--- config.mk ---
export PLATFORM = sky130hd
export DESIGN_NAME = sbr_baud_gen
export DESIGN_NICKNAME = d
export VERILOG_FILES = /design/src/inc/sbr_pkg.sv /design/src/inc/sbr_div_if.sv /design/src/hw/sbr_baud_gen.sv /design/src/hw/sbr_prescaler.sv /design/src/hw/sbr_rate_div.sv
export SDC_FILE = /design/constraint.sdc
export NUM_CORES = 1
export LEC_CHECK = 0
export BUFFER_PORTS_ARGS = -buffer_cell sky130_fd_sc_hd__buf_2
export CAP_MARGIN = 20
export CORE_MARGIN = 10
export CORE_UTILIZATION = 40
export CTS_CLUSTER_DIAMETER = 100
export CTS_CLUSTER_SIZE = 40
export DETAILED_ROUTE_END_ITERATION = 10
export REMOVE_ABC_BUFFERS = 1
export SETUP_SLACK_MARGIN = 0.2
export SKIP_LAST_GASP = 1
export SLEW_MARGIN = 20
export SYNTH_ARGS = -nofsm -noshare
export SYNTH_HDL_FRONTEND = slang
export SYNTH_SLANG_ARGS = --single-unit
--- constraint.sdc ---
create_clock -name mclk -period 2 [get_ports mclk]
set_input_delay 0.4 -clock mclk [delete_from_list [all_inputs] [get_ports mclk]]
set_output_delay 0.4 -clock mclk [all_outputs]
set_load 0.01 [all_outputs]
--- src/inc/sbr_pkg.sv ---
`default_nettype none

// ---------------------------------------------------------------
// Baud rate generator constants
// ---------------------------------------------------------------
package sbr_pkg;

  // APB geometry
  localparam int APB_ADDR_W = 12;
  localparam int APB_DATA_W = 32;
  localparam int APB_STRB_W = 4;

  // Register byte offsets
  localparam logic [11:0] BAUD_SEL_OFS = 12'h000; // Rate selection
  localparam logic [11:0] TICK_CNT_OFS = 12'h004; // Tick counter, read only

  // Field layout of the rate selection register
  localparam int PRE_SEL_LSB  = 4;
  localparam int PRE_SEL_W    = 2;
  localparam int RATE_SEL_LSB = 0;
  localparam int RATE_SEL_W   = 3;

  // Reset values
  localparam logic [7:0]  BAUD_SEL_RST = 8'h00;
  localparam logic [31:0] TICK_CNT_RST = 32'h0000_0000;

  // Divider chain geometry
  localparam int FIXED_DIV   = 64; // Fixed factor inside the rate stage, ahead of 2**n
  localparam int PRE_CNT_W   = 4;  // Holds up to 13 - 1
  localparam int RATE_CNT_W  = 13; // Holds up to 64 * 128 - 1
  localparam int PERIOD_W    = 17; // Holds up to 64 * 13 * 128

  // Prescale factors per code
  localparam logic [3:0] PRE_DIV_0 = 4'h1;
  localparam logic [3:0] PRE_DIV_1 = 4'h3;
  localparam logic [3:0] PRE_DIV_2 = 4'h4;
  localparam logic [3:0] PRE_DIV_3 = 4'hd;

  // Prescale code to factor
  function automatic logic [3:0] sbr_prescale_factor(input logic [1:0] sel);
    unique case (sel)
      2'b00: return PRE_DIV_0;
      2'b01: return PRE_DIV_1;
      2'b10: return PRE_DIV_2;
      2'b11: return PRE_DIV_3;
    endcase
  endfunction

  // Rate code n to factor 2**n
  function automatic logic [7:0] sbr_rate_factor(input logic [2:0] sel);
    return 8'h01 << sel;
  endfunction

  // Clock cycles in one bit time for a given setting
  function automatic logic [PERIOD_W-1:0] sbr_bit_period(input logic [1:0] pre,
                                                        input logic [2:0] rate);
    return PERIOD_W'(FIXED_DIV) * PERIOD_W'(sbr_prescale_factor(pre))
           * PERIOD_W'(sbr_rate_factor(rate));
  endfunction

endpackage

`default_nettype wire

--- src/inc/sbr_div_if.sv ---
`timescale 1ns/1ps
`default_nettype none

// ---------------------------------------------------------------
// Link between control and the two divider stages
// ---------------------------------------------------------------
interface sbr_div_if;
  logic       restart;     // Clears both stages
  logic [1:0] prescaleSel; // Prescale code
  logic [2:0] rateSel;     // Rate exponent code
  logic       preTick;     // One pulse per prescale period
  logic       baudTick;    // One pulse per bit time

  modport ctrl (output restart, prescaleSel, rateSel, input preTick, baudTick);
  modport pre  (input restart, prescaleSel, output preTick);
  modport rate (input restart, rateSel, preTick, output baudTick);
endinterface

`default_nettype wire

--- src/hw/sbr_baud_gen.sv ---
// Added by the designer: the register addresses and the APB register port.
`timescale 1ns/1ps
`default_nettype none

// ---------------------------------------------------------------
// Baud rate generator with APB register access
// ---------------------------------------------------------------
module sbr_baud_gen
#(
  parameter int TICK_CNT_W = 32 // Width of the bit tick counter
)
(
  // Generator clock and chip reset
  input  wire logic                            mclk,
  input  wire logic                            rst_n,
  // APB slave
  input  wire logic                            psel,
  input  wire logic                            penable,
  input  wire logic                            pwrite,
  input  wire logic [sbr_pkg::APB_ADDR_W-1:0]  paddr,
  input  wire logic [sbr_pkg::APB_DATA_W-1:0]  pwdata,
  input  wire logic [sbr_pkg::APB_STRB_W-1:0]  pstrb,
  output logic      [sbr_pkg::APB_DATA_W-1:0]  prdata,
  output logic                                 pready,
  output logic                                 pslverr,
  // Shared bit rate enable for receiver and transmitter
  output logic                                 baudTick
);
  import sbr_pkg::*;

  // ---------------------------------------------------------------
  // State
  // ---------------------------------------------------------------

  typedef struct packed {
    logic                  pready;    // Access phase answer
    logic                  pslverr;   // Error answer
    logic [APB_DATA_W-1:0] prdata;    // Read data, latched in setup
    logic [PRE_SEL_W-1:0]  prescale;  // Prescale code
    logic [RATE_SEL_W-1:0] rate;      // Rate exponent code
    logic                  restart;   // Divider restart pulse
    logic                  baudTick;  // Bit rate enable
    logic [TICK_CNT_W-1:0] tickCount; // Bit ticks since reset
  } sbr_top_state_t;

  // Reset image, taken from the package reset values
  localparam sbr_top_state_t STATE_RST = '{
    pready:    1'b0,
    pslverr:   1'b0,
    prdata:    '0,
    prescale:  BAUD_SEL_RST[PRE_SEL_LSB +: PRE_SEL_W],
    rate:      BAUD_SEL_RST[RATE_SEL_LSB +: RATE_SEL_W],
    restart:   1'b0,
    baudTick:  1'b0,
    tickCount: TICK_CNT_W'(TICK_CNT_RST)
  };

  sbr_top_state_t state;       // Current state
  sbr_top_state_t next_state;  // Next state
  logic           setupPhase;  // APB setup cycle
  logic           accessDone;  // APB access completes at this edge
  logic           cfgCommit;   // Write to the rate selection byte
  logic           addrMapped;  // Address hits a register
  logic [7:0]     baudByte;    // Rate selection as read back

  sbr_div_if div (); // Link to the divider stages

  // ---------------------------------------------------------------
  // Bus decode
  // ---------------------------------------------------------------

  // Phases follow the APB handshake; pready is our own flop
  assign setupPhase = psel && !penable;
  assign accessDone = psel && penable && state.pready;
  assign addrMapped = (paddr == BAUD_SEL_OFS) || (paddr == TICK_CNT_OFS);
  // Only byte lane 0 carries the selection fields
  assign cfgCommit  = accessDone && pwrite && (paddr == BAUD_SEL_OFS)
                      && pstrb[0];

  // Read view of the selection register, unused bits zero
  always_comb
  begin
    baudByte                                = 8'h00;
    baudByte[PRE_SEL_LSB +: PRE_SEL_W]      = state.prescale;
    baudByte[RATE_SEL_LSB +: RATE_SEL_W]    = state.rate;
  end

  // ---------------------------------------------------------------
  // Next state
  // ---------------------------------------------------------------

  // Bus slave, selection register and tick output in one place
  always_comb
  begin
    next_state         = state;
    next_state.restart = 1'b0;
    // A tick caught in flight during a restart belongs to the old rate
    next_state.baudTick = div.baudTick && !state.restart;
    if (state.baudTick)
    begin
      // Counter wraps; software sees progress of the shared rate
      next_state.tickCount = state.tickCount + 1'b1;
    end
    if (setupPhase)
    begin
      // Answer in the first access cycle, zero wait states
      next_state.pready  = 1'b1;
      next_state.pslverr = !addrMapped || (pwrite && paddr == TICK_CNT_OFS);
      if (pwrite || !addrMapped)
      begin
        next_state.prdata = '0;
      end
      else if (paddr == BAUD_SEL_OFS)
      begin
        next_state.prdata = {{(APB_DATA_W-8){1'b0}}, baudByte};
      end
      else
      begin
        next_state.prdata = APB_DATA_W'(state.tickCount);
      end
    end
    else if (accessDone)
    begin
      next_state.pready  = 1'b0;
      next_state.pslverr = 1'b0;
      next_state.prdata  = '0;
      if (cfgCommit)
      begin
        // Both fields load together and the chain restarts, even when
        // the value is unchanged, so software gets a clean bit edge
        next_state.prescale = pwdata[PRE_SEL_LSB +: PRE_SEL_W];
        next_state.rate     = pwdata[RATE_SEL_LSB +: RATE_SEL_W];
        next_state.restart  = 1'b1;
      end
    end
  end

  // Register the state; reset clears both codes
  always_ff @(posedge mclk or negedge rst_n)
  begin
    if (!rst_n)
      state <= STATE_RST;
    else
      state <= next_state;
  end

  // ---------------------------------------------------------------
  // Divider chain
  // ---------------------------------------------------------------

  // A single code pair drives one chain; no per-direction copy exists
  assign div.restart     = state.restart;
  assign div.prescaleSel = state.prescale;
  assign div.rateSel     = state.rate;

  // Prescale stage on the generator clock
  sbr_prescaler u_pre (
    .mclk  (mclk),
    .rst_n (rst_n),
    .div   (div)
  );

  // Fixed and power-of-two stage
  sbr_rate_div u_rate (
    .mclk  (mclk),
    .rst_n (rst_n),
    .div   (div)
  );

  // ---------------------------------------------------------------
  // Outputs
  // ---------------------------------------------------------------

  assign prdata   = state.prdata;
  assign pready   = state.pready;
  assign pslverr  = state.pslverr;
  assign baudTick = state.baudTick;

  // ---------------------------------------------------------------
  // Checks
  // ---------------------------------------------------------------

  logic                cfgWritten; // Selection written since reset
  logic                fresh;      // No full bit since restart
  logic [PERIOD_W-1:0] gapCnt;     // Cycles since the last tick

  // Helper state for the checks only
  always_ff @(posedge mclk or negedge rst_n)
  begin
    if (!rst_n)
    begin
      cfgWritten <= 1'b0;
      fresh      <= 1'b1;
      gapCnt     <= '0;
    end
    else
    begin
      if (cfgCommit)
        cfgWritten <= 1'b1;
      if (state.restart)
        fresh <= 1'b1;
      else if (state.baudTick)
        fresh <= 1'b0;
      if (state.baudTick)
        gapCnt <= '0;
      else
        gapCnt <= gapCnt + 1'b1;
    end
  end
endmodule

`default_nettype wire

--- src/hw/sbr_prescaler.sv ---
`timescale 1ns/1ps
`default_nettype none

// ---------------------------------------------------------------
// Prescale stage: divides the generator clock by 1, 3, 4 or 13
// ---------------------------------------------------------------
module sbr_prescaler
(
  // Clock and reset
  input  wire logic mclk,
  input  wire logic rst_n,
  // Divider link
  sbr_div_if.pre    div
);
  import sbr_pkg::*;

  typedef struct packed {
    logic [PRE_CNT_W-1:0] cnt;  // Cycles inside the current period
    logic                 tick; // Registered period pulse
  } sbr_pre_state_t;

  sbr_pre_state_t state;      // Current state
  sbr_pre_state_t next_state; // Next state
  logic [3:0]     factor;     // Decoded prescale factor

  // Count generator clock cycles, pulse once per factor
  always_comb
  begin
    next_state      = state;
    factor          = sbr_prescale_factor(div.prescaleSel);
    next_state.tick = 1'b0;
    if (div.restart)
    begin
      // Start a fresh period so the new factor applies at once
      next_state.cnt = '0;
    end
    else if (state.cnt == (factor - 4'h1))
    begin
      next_state.cnt  = '0;
      next_state.tick = 1'b1;
    end
    else
    begin
      next_state.cnt = state.cnt + 1'b1;
    end
  end

  // Register the state
  always_ff @(posedge mclk or negedge rst_n)
  begin
    if (!rst_n)
      state <= '0;
    else
      state <= next_state;
  end

  assign div.preTick = state.tick;
endmodule

`default_nettype wire

--- src/hw/sbr_rate_div.sv ---
`timescale 1ns/1ps
`default_nettype none

// ---------------------------------------------------------------
// Rate stage: fixed factor 64 times 2**n, counted in prescale ticks
// ---------------------------------------------------------------
module sbr_rate_div
(
  // Clock and reset
  input  wire logic mclk,
  input  wire logic rst_n,
  // Divider link
  sbr_div_if.rate   div
);
  import sbr_pkg::*;

  typedef struct packed {
    logic [RATE_CNT_W-1:0] cnt;  // Prescale ticks in this bit
    logic                  tick; // Registered bit pulse
  } sbr_rate_state_t;

  sbr_rate_state_t         state;      // Current state
  sbr_rate_state_t         next_state; // Next state
  logic [RATE_CNT_W:0]     span;       // 64 * 2**n, one bit wider
  logic [RATE_CNT_W-1:0]   last;       // Terminal count

  // Count prescale ticks up to 64 * 2**n, then pulse
  always_comb
  begin
    next_state      = state;
    span            = (RATE_CNT_W+1)'(FIXED_DIV) << div.rateSel;
    last            = RATE_CNT_W'(span - 1'b1);
    next_state.tick = 1'b0;
    if (div.restart)
    begin
      next_state.cnt = '0;
    end
    else if (div.preTick)
    begin
      if (state.cnt == last)
      begin
        next_state.cnt  = '0;
        next_state.tick = 1'b1;
      end
      else
      begin
        next_state.cnt = state.cnt + 1'b1;
      end
    end
  end

  // Register the state
  always_ff @(posedge mclk or negedge rst_n)
  begin
    if (!rst_n)
      state <= '0;
    else
      state <= next_state;
  end

  assign div.baudTick = state.tick;

endmodule

`default_nettype wire

* Word level (Yosys, flattened, before mapping)
Cells that the tools add are included.
** Cells by class
- Add/sub/neg operators :: 5
- Eq/ne operators :: 6
- Shift-type cells :: 1
- Multiplexer cells :: 16
- Bitwise operators :: 1
- Reduce and logical (&&, ||, !) cells :: 19
** Operator list (number)
- $mux 32 :: 2
- $mux 40 :: 1
- $mux 34 :: 1
- $add 32x1->32 const B :: 1
- $mux 13 :: 2
- $pmux 4 s4 :: 1
- $mux 14 :: 1
- $add 13x1->13 const B :: 1
- $eq 13x13->1 :: 1
- $shl 7x3->13 const A :: 1
- $sub 13x1->13 const B :: 1
- $eq 12x3->1 const B :: 1
- $logic_not 12->1 :: 1
- $logic_and 1x1->1 :: 8
- $mux 4 :: 2
- $mux 6 :: 1
- $mux 1 :: 5
- $add 4x1->4 const B :: 1
- $eq 2x2->1 const B :: 2
- $eq 4x4->1 :: 1
- $reduce_bool 2->1 :: 2
- $sub 4x1->4 const B :: 1
- $logic_not 1->1 :: 3
- $logic_or 1x1->1 :: 3
- other kinds (4) :: 4
** Word-level totals
- Register bits after elaboration :: 92
- Input bits :: 53
- Output and inout bits :: 35
- Logic and storage cells :: 60

* Logic depth before layout (Yosys ltp)
Gate-level depths: netlist (run 1).
- Word-level depth :: 8
- Mapped depth :: 8
- Gate-level depth less buffers :: 7

* By module
A second synthesis (run 1) with hierarchy kept.
** Second synthesis, totals
- Cell total of the unflattened synthesis :: 407
- Area total of the unflattened synthesis :: 4574.4 sq um
** Modules (own cells, without submodules)
- sbr_baud_gen :: instances 1, cells an instance 276, area each 3331.9 sq um, sequential area each 1826.8 sq um
- sbr_rate_div :: instances 1, cells an instance 102, area each 939.7 sq um, sequential area each 350.3 sq um
- sbr_prescaler :: instances 1, cells an instance 29, area each 302.8 sq um, sequential area each 125.1 sq um

* Worst setup path before layout (run 1)
No wires, ideal clock.
- Path type :: input-to-reg
- Start :: input paddr[5] (netlist bit)
- End :: register state (netlist bit prdata[10])
- Library setup time :: 0.065 ns
- Arrival :: 1.721 ns
- Data required time :: 1.935 ns
- Setup slack :: 0.213 ns
- Cell stages on the path :: 7
- Buffers on the path :: 2
- Cells stage by stage :: nor4_2 -> nand3_2 -> or3_1 -> buf_4 -> nor2_8 -> buf_6 -> a22o_1
** On the way
- Cells in the longest elaborated chain, start to end :: 6
- Elaborated cells between the ends (all ways) :: 8
- Those cells by class :: 1 x eq/ne; 3 x mux; 4 x reduce/logical
** RTL lines
- start, declared :: line sbr_baud_gen.sv:20 : input wire logic [sbr_pkg::APB_ADDR_W-1:0] paddr,
- $eq 12x3->1 or $logic_not 12->1 (tied branches) :: line sbr_baud_gen.sv:75, sbr_baud_gen.sv:113
- $logic_or 1x1->1 :: line sbr_baud_gen.sv:75 : assign addrMapped = (paddr == BAUD_SEL_OFS) || (paddr == TICK_CNT_OFS);
- $logic_not 1->1 :: line sbr_baud_gen.sv:109 : if (pwrite || !addrMapped)
- $logic_or 1x1->1 :: line sbr_baud_gen.sv:109
- $mux 32 (*) :: line sbr_baud_gen.sv:109
- $mux 34 (*) :: line sbr_baud_gen.sv:104 : if (setupPhase)
- end signal, assigned :: line sbr_baud_gen.sv:144 : state <= next_state;
- end, declared :: line sbr_baud_gen.sv:58 : sbr_top_state_t state;
Mark *: on every way between the ends. The rest lies on a longest branch, timed or not.
A chain may end at the register's enable or synchronous reset.

* Worst setup path in the final report (run 1)
- Start :: register state (netlist bit div.rateSel[0])
- End :: register u_rate.state[2] (netlist bit)
** On the way
- Cells in the longest elaborated chain, start to end :: 6
** RTL lines
- $shl 7x3->13 :: line sbr_rate_div.sv:31 : span = (RATE_CNT_W+1)'(FIXED_DIV) << div.rateSel;
- $sub 13x1->13 :: line sbr_rate_div.sv:32 : last = RATE_CNT_W'(span - 1'b1);
- $eq 13x13->1 :: line sbr_rate_div.sv:40 : if (state.cnt == last)
- $mux 13 :: line sbr_rate_div.sv:40
- $mux 14 :: line sbr_rate_div.sv:38 : else if (div.preTick)
- $mux 13 :: line sbr_rate_div.sv:34 : if (div.restart)
- end signal, assigned :: line sbr_rate_div.sv:58 : state <= next_state;
- end, declared :: line sbr_rate_div.sv:22 : sbr_rate_state_t state;
No other way between the ends. The select of a mux whose other input is x is not followed.

==> metrics.md, run 1 <==
| Metric | Value |
|---|---|
| Outcome | `completed` |
| Switching portion of total power | `28.5%` |
| Slew Limit Headroom | `69.9%` |
| Top FF cell, synth | `dfrtp_1` |
| Inserted Clock Buffers | `9` |
| Min Tclk post-route | `1820 ps` |
| Crit. End Element | `register` |
| Clock Power Share | `32.4%` |
| Mean routed wirelength per cell | `14.5 um` |
| Max cap viols | `0` |
| Boundary Pins | `88` |
| H-tree depth | `3` |
| Worst slew pin tran | `452 ps` |
| Final Hold Vio Count | `0` |
| Post-synth EDFFs | `0` |
| Post-synth cell types | `44` |
| Iteration-0 DRC Markers | `202` |
| P per Cell Area | `761 nW/um^2` |
| Max Transition Viols Final | `0` |
| Vias in the first global route | `2,981` |
| Switch Pwr | `1110 uW` |
| Core area | `10,800 sq um` |
| Die ar. | `15,600 sq um` |
| Rows | `38` |
| Endpoints failing setup | `0` |
| Non-filler instance count after layout | `611` |
| VDD IR max | `0.419 mV` |
| Comb power frac | `13.3%` |
| Final Skew | `15.4 ps` |
| WP data required | `2220 ps` |
| Hold depth | `3` |
| Asr flop ratio synth | `100%` |
| Via/cell ratio | `5.09` |
| Largest net degree at the start of global routing | `41` |
| Crit path cell chain | `or4_4 > nor3_4 > a31oi_4 > buf_6 > o211ai_1 > a21oi_1` |
| Leading cell types by count after synthesis | `dfrtp_1 (92), nand2_1 (40), buf_4 (33)` |
| Die Wd | `125 um` |
| Avg Cell Area, Syn | `10.6 sq um` |
| Reg power frac | `54.3%` |
| Global route total overflow | `0` |
| Yosys warning count | `0` |
| CTS tree | `done` |
| CP startpoint kind | `register` |
| Max Fclk | `550 MHz` |
| Final worst slack | `182 ps` |
| Sequential area share after synthesis | `52.3%` |
| First-pass DRT Iterations | `5` |
| Antenna-violating nets left | `0` |
| Leakage | `0.00248 uW` |
| Filler instances | `1,016` |
| Gpl congestion | `0.806` |
| Share of layout cells above drive strength 1 | `28.7%` |
| Delay-heaviest family, CP | `simple AND/OR/NAND/NOR gates` |
| Drc violations | `0` |
| Place WS | `50.0 ps` |
| First-pass GRT wire length | `14,600 um` |
| P&R area growth vs syn | `16.1%` |
| FF-to-FF path depth | `6` |
| # diodes | `0` |
| Reg area | `2310 sq um` |
| WS Path Type | `register to register` |
| Min-delay worst type | `input pin to register` |
| Critical-path maximum fanout | `5` |
| Vias | `3,113` |
| Worst path bufs/invs | `1` |
| Count leader, synth | `dfrtp_1` |
| Synth area leader | `dfrtp_1` |
| Internal power | `2780 uW` |
| Area contributors post-synth | `dfrtp_1 (52%), buf_4 (5.6%), a22o_1 (5.4%)` |
| Pwr Total | `3890 uW` |
| Longest Clk Path Bufs | `2` |
| Unrepaired setup endpoints after global routing | `yes` |
| Worst path slowest cell | `or4_4` |
| Setup_tns | `0 ps` |
| Die Y-Extent | `125 um` |
| DRT Wirelength | `8870 um` |
| Clk_lat worst skew | `360 ps` |
| Port Buffers | `57` |
| Synth top area share | `52.3%` |
| Hpwl dp | `6260 um` |
| Clock sinks | `92` |
| Placed Cells | `579` |
| Area of the multi-input gates | `1810 sq um` |
| Clk pin slew, worst setup/hold paths | `90 ps` |
| Antenna violations before repair | `0` |
| Starting Density | `40.7%` |
| CTS Root Buffer Type | `clkbuf_8` |
| Critical Path Max Stage Delay | `540 ps` |
| Crit. path cell count | `6` |
| Crit path DAT | `2040 ps` |
| Final #Nets | `524` |
| Final period util | `90.9%` |
| Cells after Synth | `416` |
| Yosys reg bits | `92` |
| GRT Util Overall | `10.9%` |
| Mapped cell area | `4400 sq um` |
state kept, by name, summed over array words and instances (netlist names), 2 cells and up:
signal / cells
div.prescaleSel: 2
prdata: 32
u_rate.state: 13
u_pre.state: 4
div.rateSel: 3
state: 32
power by group through the flow:
| stage | sequential (uW) | combinational (uW) | clock, uW |
|---|---|---|---|
| 2_1_floorplan | 2100 | 312 | 0 |
| 4_1_cts | 2110 | 496 | 1300 |
| 6_report | 2110 | 517 | 1260 |
| 5_1_grt | 2130 | 587 | 1390 |
| 3_5_place_dp | 2140 | 470 | 0 |
| 3_3_place_gp | 2130 | 454 | 0 |
routing by layer:
layer,vias to the layer above,track usage (%),part of all wire (%)
met1,1531,13.3,45
met5,-,0,0
met4,0,2.64,0.95
met3,11,3.23,4.9
li1,1506,-,-
met2,65,18.5,50
layout make-up:
class / count / area share [%]
Sequential cell: 92 / 45.2
Timing Repair Buffer: 88 / 11.1
Inverter: 12 / 0.882
Clock inverter: 6 / 1.45
Clock buffer: 10 / 2.50
Multi-Input combinational cell: 263 / 35.4
Tap cell: 140 / 3.43
cells in the final DEF, fill, tap and decap left out, types with 3 or more instances in the layout:
cell type	instances
nand3_1	16
a21oi_1	12
ha_1	5
nand3_2	3
o21ai_1	3
inv_1	12
nand4_1	12
buf_2	56
clkbuf_8	9
dfrtp_2	5
buf_4	26
nor3_1	10
a22o_1	27
and3_1	5
xor2_1	12
mux2i_1	5
buf_12	3
nor2_1	29
nand2_1	39
xnor2_1	26
dfrtp_1	87
o22ai_2	3
nand2b_1	5
mux2_2	5
o21ai_0	13
final timing paths:
kind                                     startpoint  slack (ps)                  to
worst min-delay path                      pwdata[4]         250  div.prescaleSel[0]
min in group asynchronous                     rst_n         520          prdata[15]
worst min register to register  u_rate.div.baudTick         480            baudTick
worst max register to register       div.rateSel[0]         180     u_rate.state[2]
worst max-delay path                 div.rateSel[0]         180     u_rate.state[2]
max in group asynchronous                     rst_n         890     u_rate.state[7]
stage by stage:
step                      instance area [sq um]  hold slack, ps  util [%]
after floorplan                            4070             104         -
after global placement                     4690             376      43.5
after detailed placement                   4690             381      43.5
after CTS                                  4990             232      46.3
after global routing                       5110             249      47.3
final                                      5110             246      47.3
cell families (layout without fill, tap and decap cells):
kind of cell / Yosys count / in the layout / synth area share, %
fa+ha+maj: 5 / 5 / 1.42
xor+xnor: 38 / 38 / 7.57
buf+inv: 62 / 116 / 8.53
mux: 10 / 10 / 2.42
simple gates: 142 / 143 / 17.3
flops: 92 / 92 / 52.3
compound gates: 67 / 67 / 10.4
worst reg2reg max path, stage by stage (launching register included):
cell and delay, ps:
dfrtp_2 450, or4_4 540, nor3_4 210, a31oi_4 70
buf_6 160, o211ai_1 180, a21oi_1 80
timing repair:
action                                  in CTS  in global routing
hold buffers                                 1                  0
endpoints found under the setup margin      12                 18
setup buffers                                6                  7
hold endpoints to repair                    22                  0
gates resized for setup                     10                 17
cloned                                       1                  1
pin swaps                                    2                 16
Power figures use the tool's default switching activity.
==> run 2, diff against run 1 <==
--- a/config.mk
+++ b/config.mk
@@ -5,13 +5,13 @@
 export SDC_FILE = /design/constraint.sdc
 export NUM_CORES = 1
 export LEC_CHECK = 0
-export BUFFER_PORTS_ARGS = -buffer_cell sky130_fd_sc_hd__buf_2
 export CAP_MARGIN = 20
 export CORE_MARGIN = 10
 export CORE_UTILIZATION = 40
 export CTS_CLUSTER_DIAMETER = 100
 export CTS_CLUSTER_SIZE = 40
 export DETAILED_ROUTE_END_ITERATION = 10
+export DONT_BUFFER_PORTS = 1
 export REMOVE_ABC_BUFFERS = 1
 export SETUP_SLACK_MARGIN = 0.2
 export SKIP_LAST_GASP = 1
==> run 2 against run 1 <==
The flow now finishes with violations (hold timing). Critical endpoint unchanged. First-iteration DRC count decreased by 9.4%. Routed wire length decreased by 0.98%. Final cell count decreased by 10%.
==> metrics.md, run 2 (synthesized netlist as in run 1, its figures left out) <==
| Metric | Value |
|---|---|
| Final Skew | `9.27 ps (-6.12 ps)` |
| CTS Root Buffer Type | `clkbuf_8` |
| Hpwl dp | `5990 um (-4.3%)` |
| Antenna-violating nets left | `0 (unchanged)` |
| Worst Hold Margin | `-292 ps (-538 ps)` |
| Unrepaired setup endpoints after global routing | `yes` |
| FF-to-FF path depth | `6 (unchanged)` |
| Leading cell type in the layout, fill and taps excluded | `dfrtp_1` |
| Non-Filler Cell Area, Final | `4720 sq um (-7.6%)` |
| P&R area growth vs syn | `7.31%` |
| Largest net degree at the start of global routing | `93 (+130%)` |
| Global route total overflow | `0 (unchanged)` |
| Reg2Reg Launch Point | `div.rateSel[2]` |
| Boundary Pins | `88 (unchanged)` |
| Final #Nets | `463 (-12%)` |
| First-pass DRT Iterations | `4 (-1)` |
| # diodes | `0 (unchanged)` |
| Die Wd | `125 um (unchanged)` |
| Starting Density | `40.7% (unchanged)` |
| FF-to-FF End | `u_rate.state[2]` |
| CP startpoint kind | `register` |
| Die ar. | `15,600 sq um (unchanged)` |
| Max Fclk | `551 MHz (+0.16%)` |
| Inserted Clock Buffers | `9 (unchanged)` |
| Clk pin slew, worst setup/hold paths | `100 ps (about the same)` |
| DP Area | `4360 sq um (-7.0%)` |
| P per Cell Area | `797 nW/um^2 (+4.6%)` |
| Final period util | `90.8% (-0.15 points)` |
| Core area | `10,800 sq um (unchanged)` |
| Antenna violations before repair | `0 (unchanged)` |
| Final core occ | `43.7% (-3.6 points)` |
| Iteration-0 DRC Markers | `183 (-9.4%)` |
| Clock sinks | `92 (unchanged)` |
| Crit path DAT | `2060 ps (+20 ps)` |
| Worst slew pin tran | `373 ps (-78.7 ps)` |
| WS Path Type | `register to register` |
| DRT Wirelength | `8780 um (-0.98%)` |
| Clk_lat worst skew | `370 ps (about the same)` |
| Via/cell ratio | `5.29 (+3.9%)` |
| Failing checks | `hold timing` |
| Endpoints failing setup | `0 (unchanged)` |
| Outcome | `finished with violations` |
| Commonest cells after routing, fill and taps aside | `dfrtp_1 (88), nand2_1 (39), nor2_1 (29)` |
| Share of layout cells above drive strength 1 | `17.3% (-11 points)` |
| Die Y-Extent | `125 um (unchanged)` |
| Min-delay worst type | `input pin to asynchronous set/reset pin` |
| Rows | `38 (unchanged)` |
| Drc violations | `0 (unchanged)` |
| WP data required | `2240 ps (+20 ps)` |
| Leakage | `0.00217 uW (-12%)` |
| R2R Setup Slk | `180 ps (about the same)` |
| First-pass GRT wire length | `14,200 um (-2.3%)` |
| Vias in the first global route | `2,807 (-5.8%)` |
| Max Transition Viols Final | `0 (unchanged)` |
| Slew Limit Headroom | `75.0% (+5.2 points)` |
| CP endpoint | `u_rate.state[2]` |
| Vias | `2,911 (-6.5%)` |
| Max cap viols | `0 (unchanged)` |
| Min Tclk post-route | `1820 ps (-2.92 ps)` |
| H-tree depth | `3 (unchanged)` |
| Longest Clk Path Bufs | `2 (unchanged)` |
| GRT Util Overall | `10.9% (about the same)` |
| Gpl congestion | `0.815 (+1.1%)` |
| CP Launch Point | `div.rateSel[2]` |
| Critical-path maximum fanout | `6 (+1)` |
| Mean routed wirelength per cell | `16.0 um (+10%)` |
| Crit. End Element | `register` |
| CTS tree | `done` |
| VDD IR max | `0.491 mV (+17%)` |
| Final Hold Vio Count | `92 (+92)` |
| Setup_tns | `0 ps (unchanged)` |
| Port Buffers | `0 (-100%)` |
## run 2: worst min path at each step
stage | start | end | slack, ps
2_1_floorplan | rst_n | baudTick | 100
3_3_place_gp | rst_n | prdata[14] | 110
3_5_place_dp | rst_n | prdata[16] | 110
4_1_cts | rst_n | prdata[19] | -310
5_1_grt | rst_n | prdata[16] | -320
6_report | rst_n | prdata[16] | -290
## run 2: routing by layer
layer	GRT usage [%]	vias up	share of wire, %
met2	18.7	51	51
met5	0	-	0
met4	3.93	0	0.92
met1	11.8	1461	42
met3	4.51	8	6.3
li1	-	1391	-
## run 2: final cells by class
cell class,instances,area [sq um]
clock buffers,9,124
clock inverters,7,65.1
fillers,999,6070
inverters,12,45.0
multi-input cells,263,1790
flip-flops and latches,92,2310
well taps,140,175
repair buffers,27,216
## run 2: power by group
group          switching [uW]  internal (uW)  total (uW)
Clock                     731            487        1220
Sequential                143           1970        2110
Combinational             242            190         432
## run 2: timing repair
| action | 4_1_cts | 5_1_grt |
|---|---|---|
| gates resized for setup | 4 | 15 |
| pin swaps | 1 | 5 |
| endpoints found under the setup margin | 12 | 18 |
| gates cloned | 0 | 2 |
| buffers inserted | 0 | 12 |
| endpoints found under the hold margin | 92 | 92 |
## run 2: per-stage QoR
| stage | total power, uW | instances | hold slack (ps) | worst slack [ps] |
|---|---|---|---|---|
| floorplan | 2420 | 366 | 104 | 40.3 |
| global placement | 2510 | 520 | 107 | 142 |
| detailed placement | 2530 | 520 | 107 | 111 |
| CTS | 3770 | 536 | -309 | 206 |
| global route | 3950 | 550 | -324 | 80.6 |
| finish | 3760 | 550 | -292 | 184 |
## run 2: critical path: stages, from the launching register on
cell and delay (ps):
dfrtp_2 450, or4_4 550, nor3_4 200, a31oi_4 60, buf_6 160, o211ai_1 170, a21oi_1 90
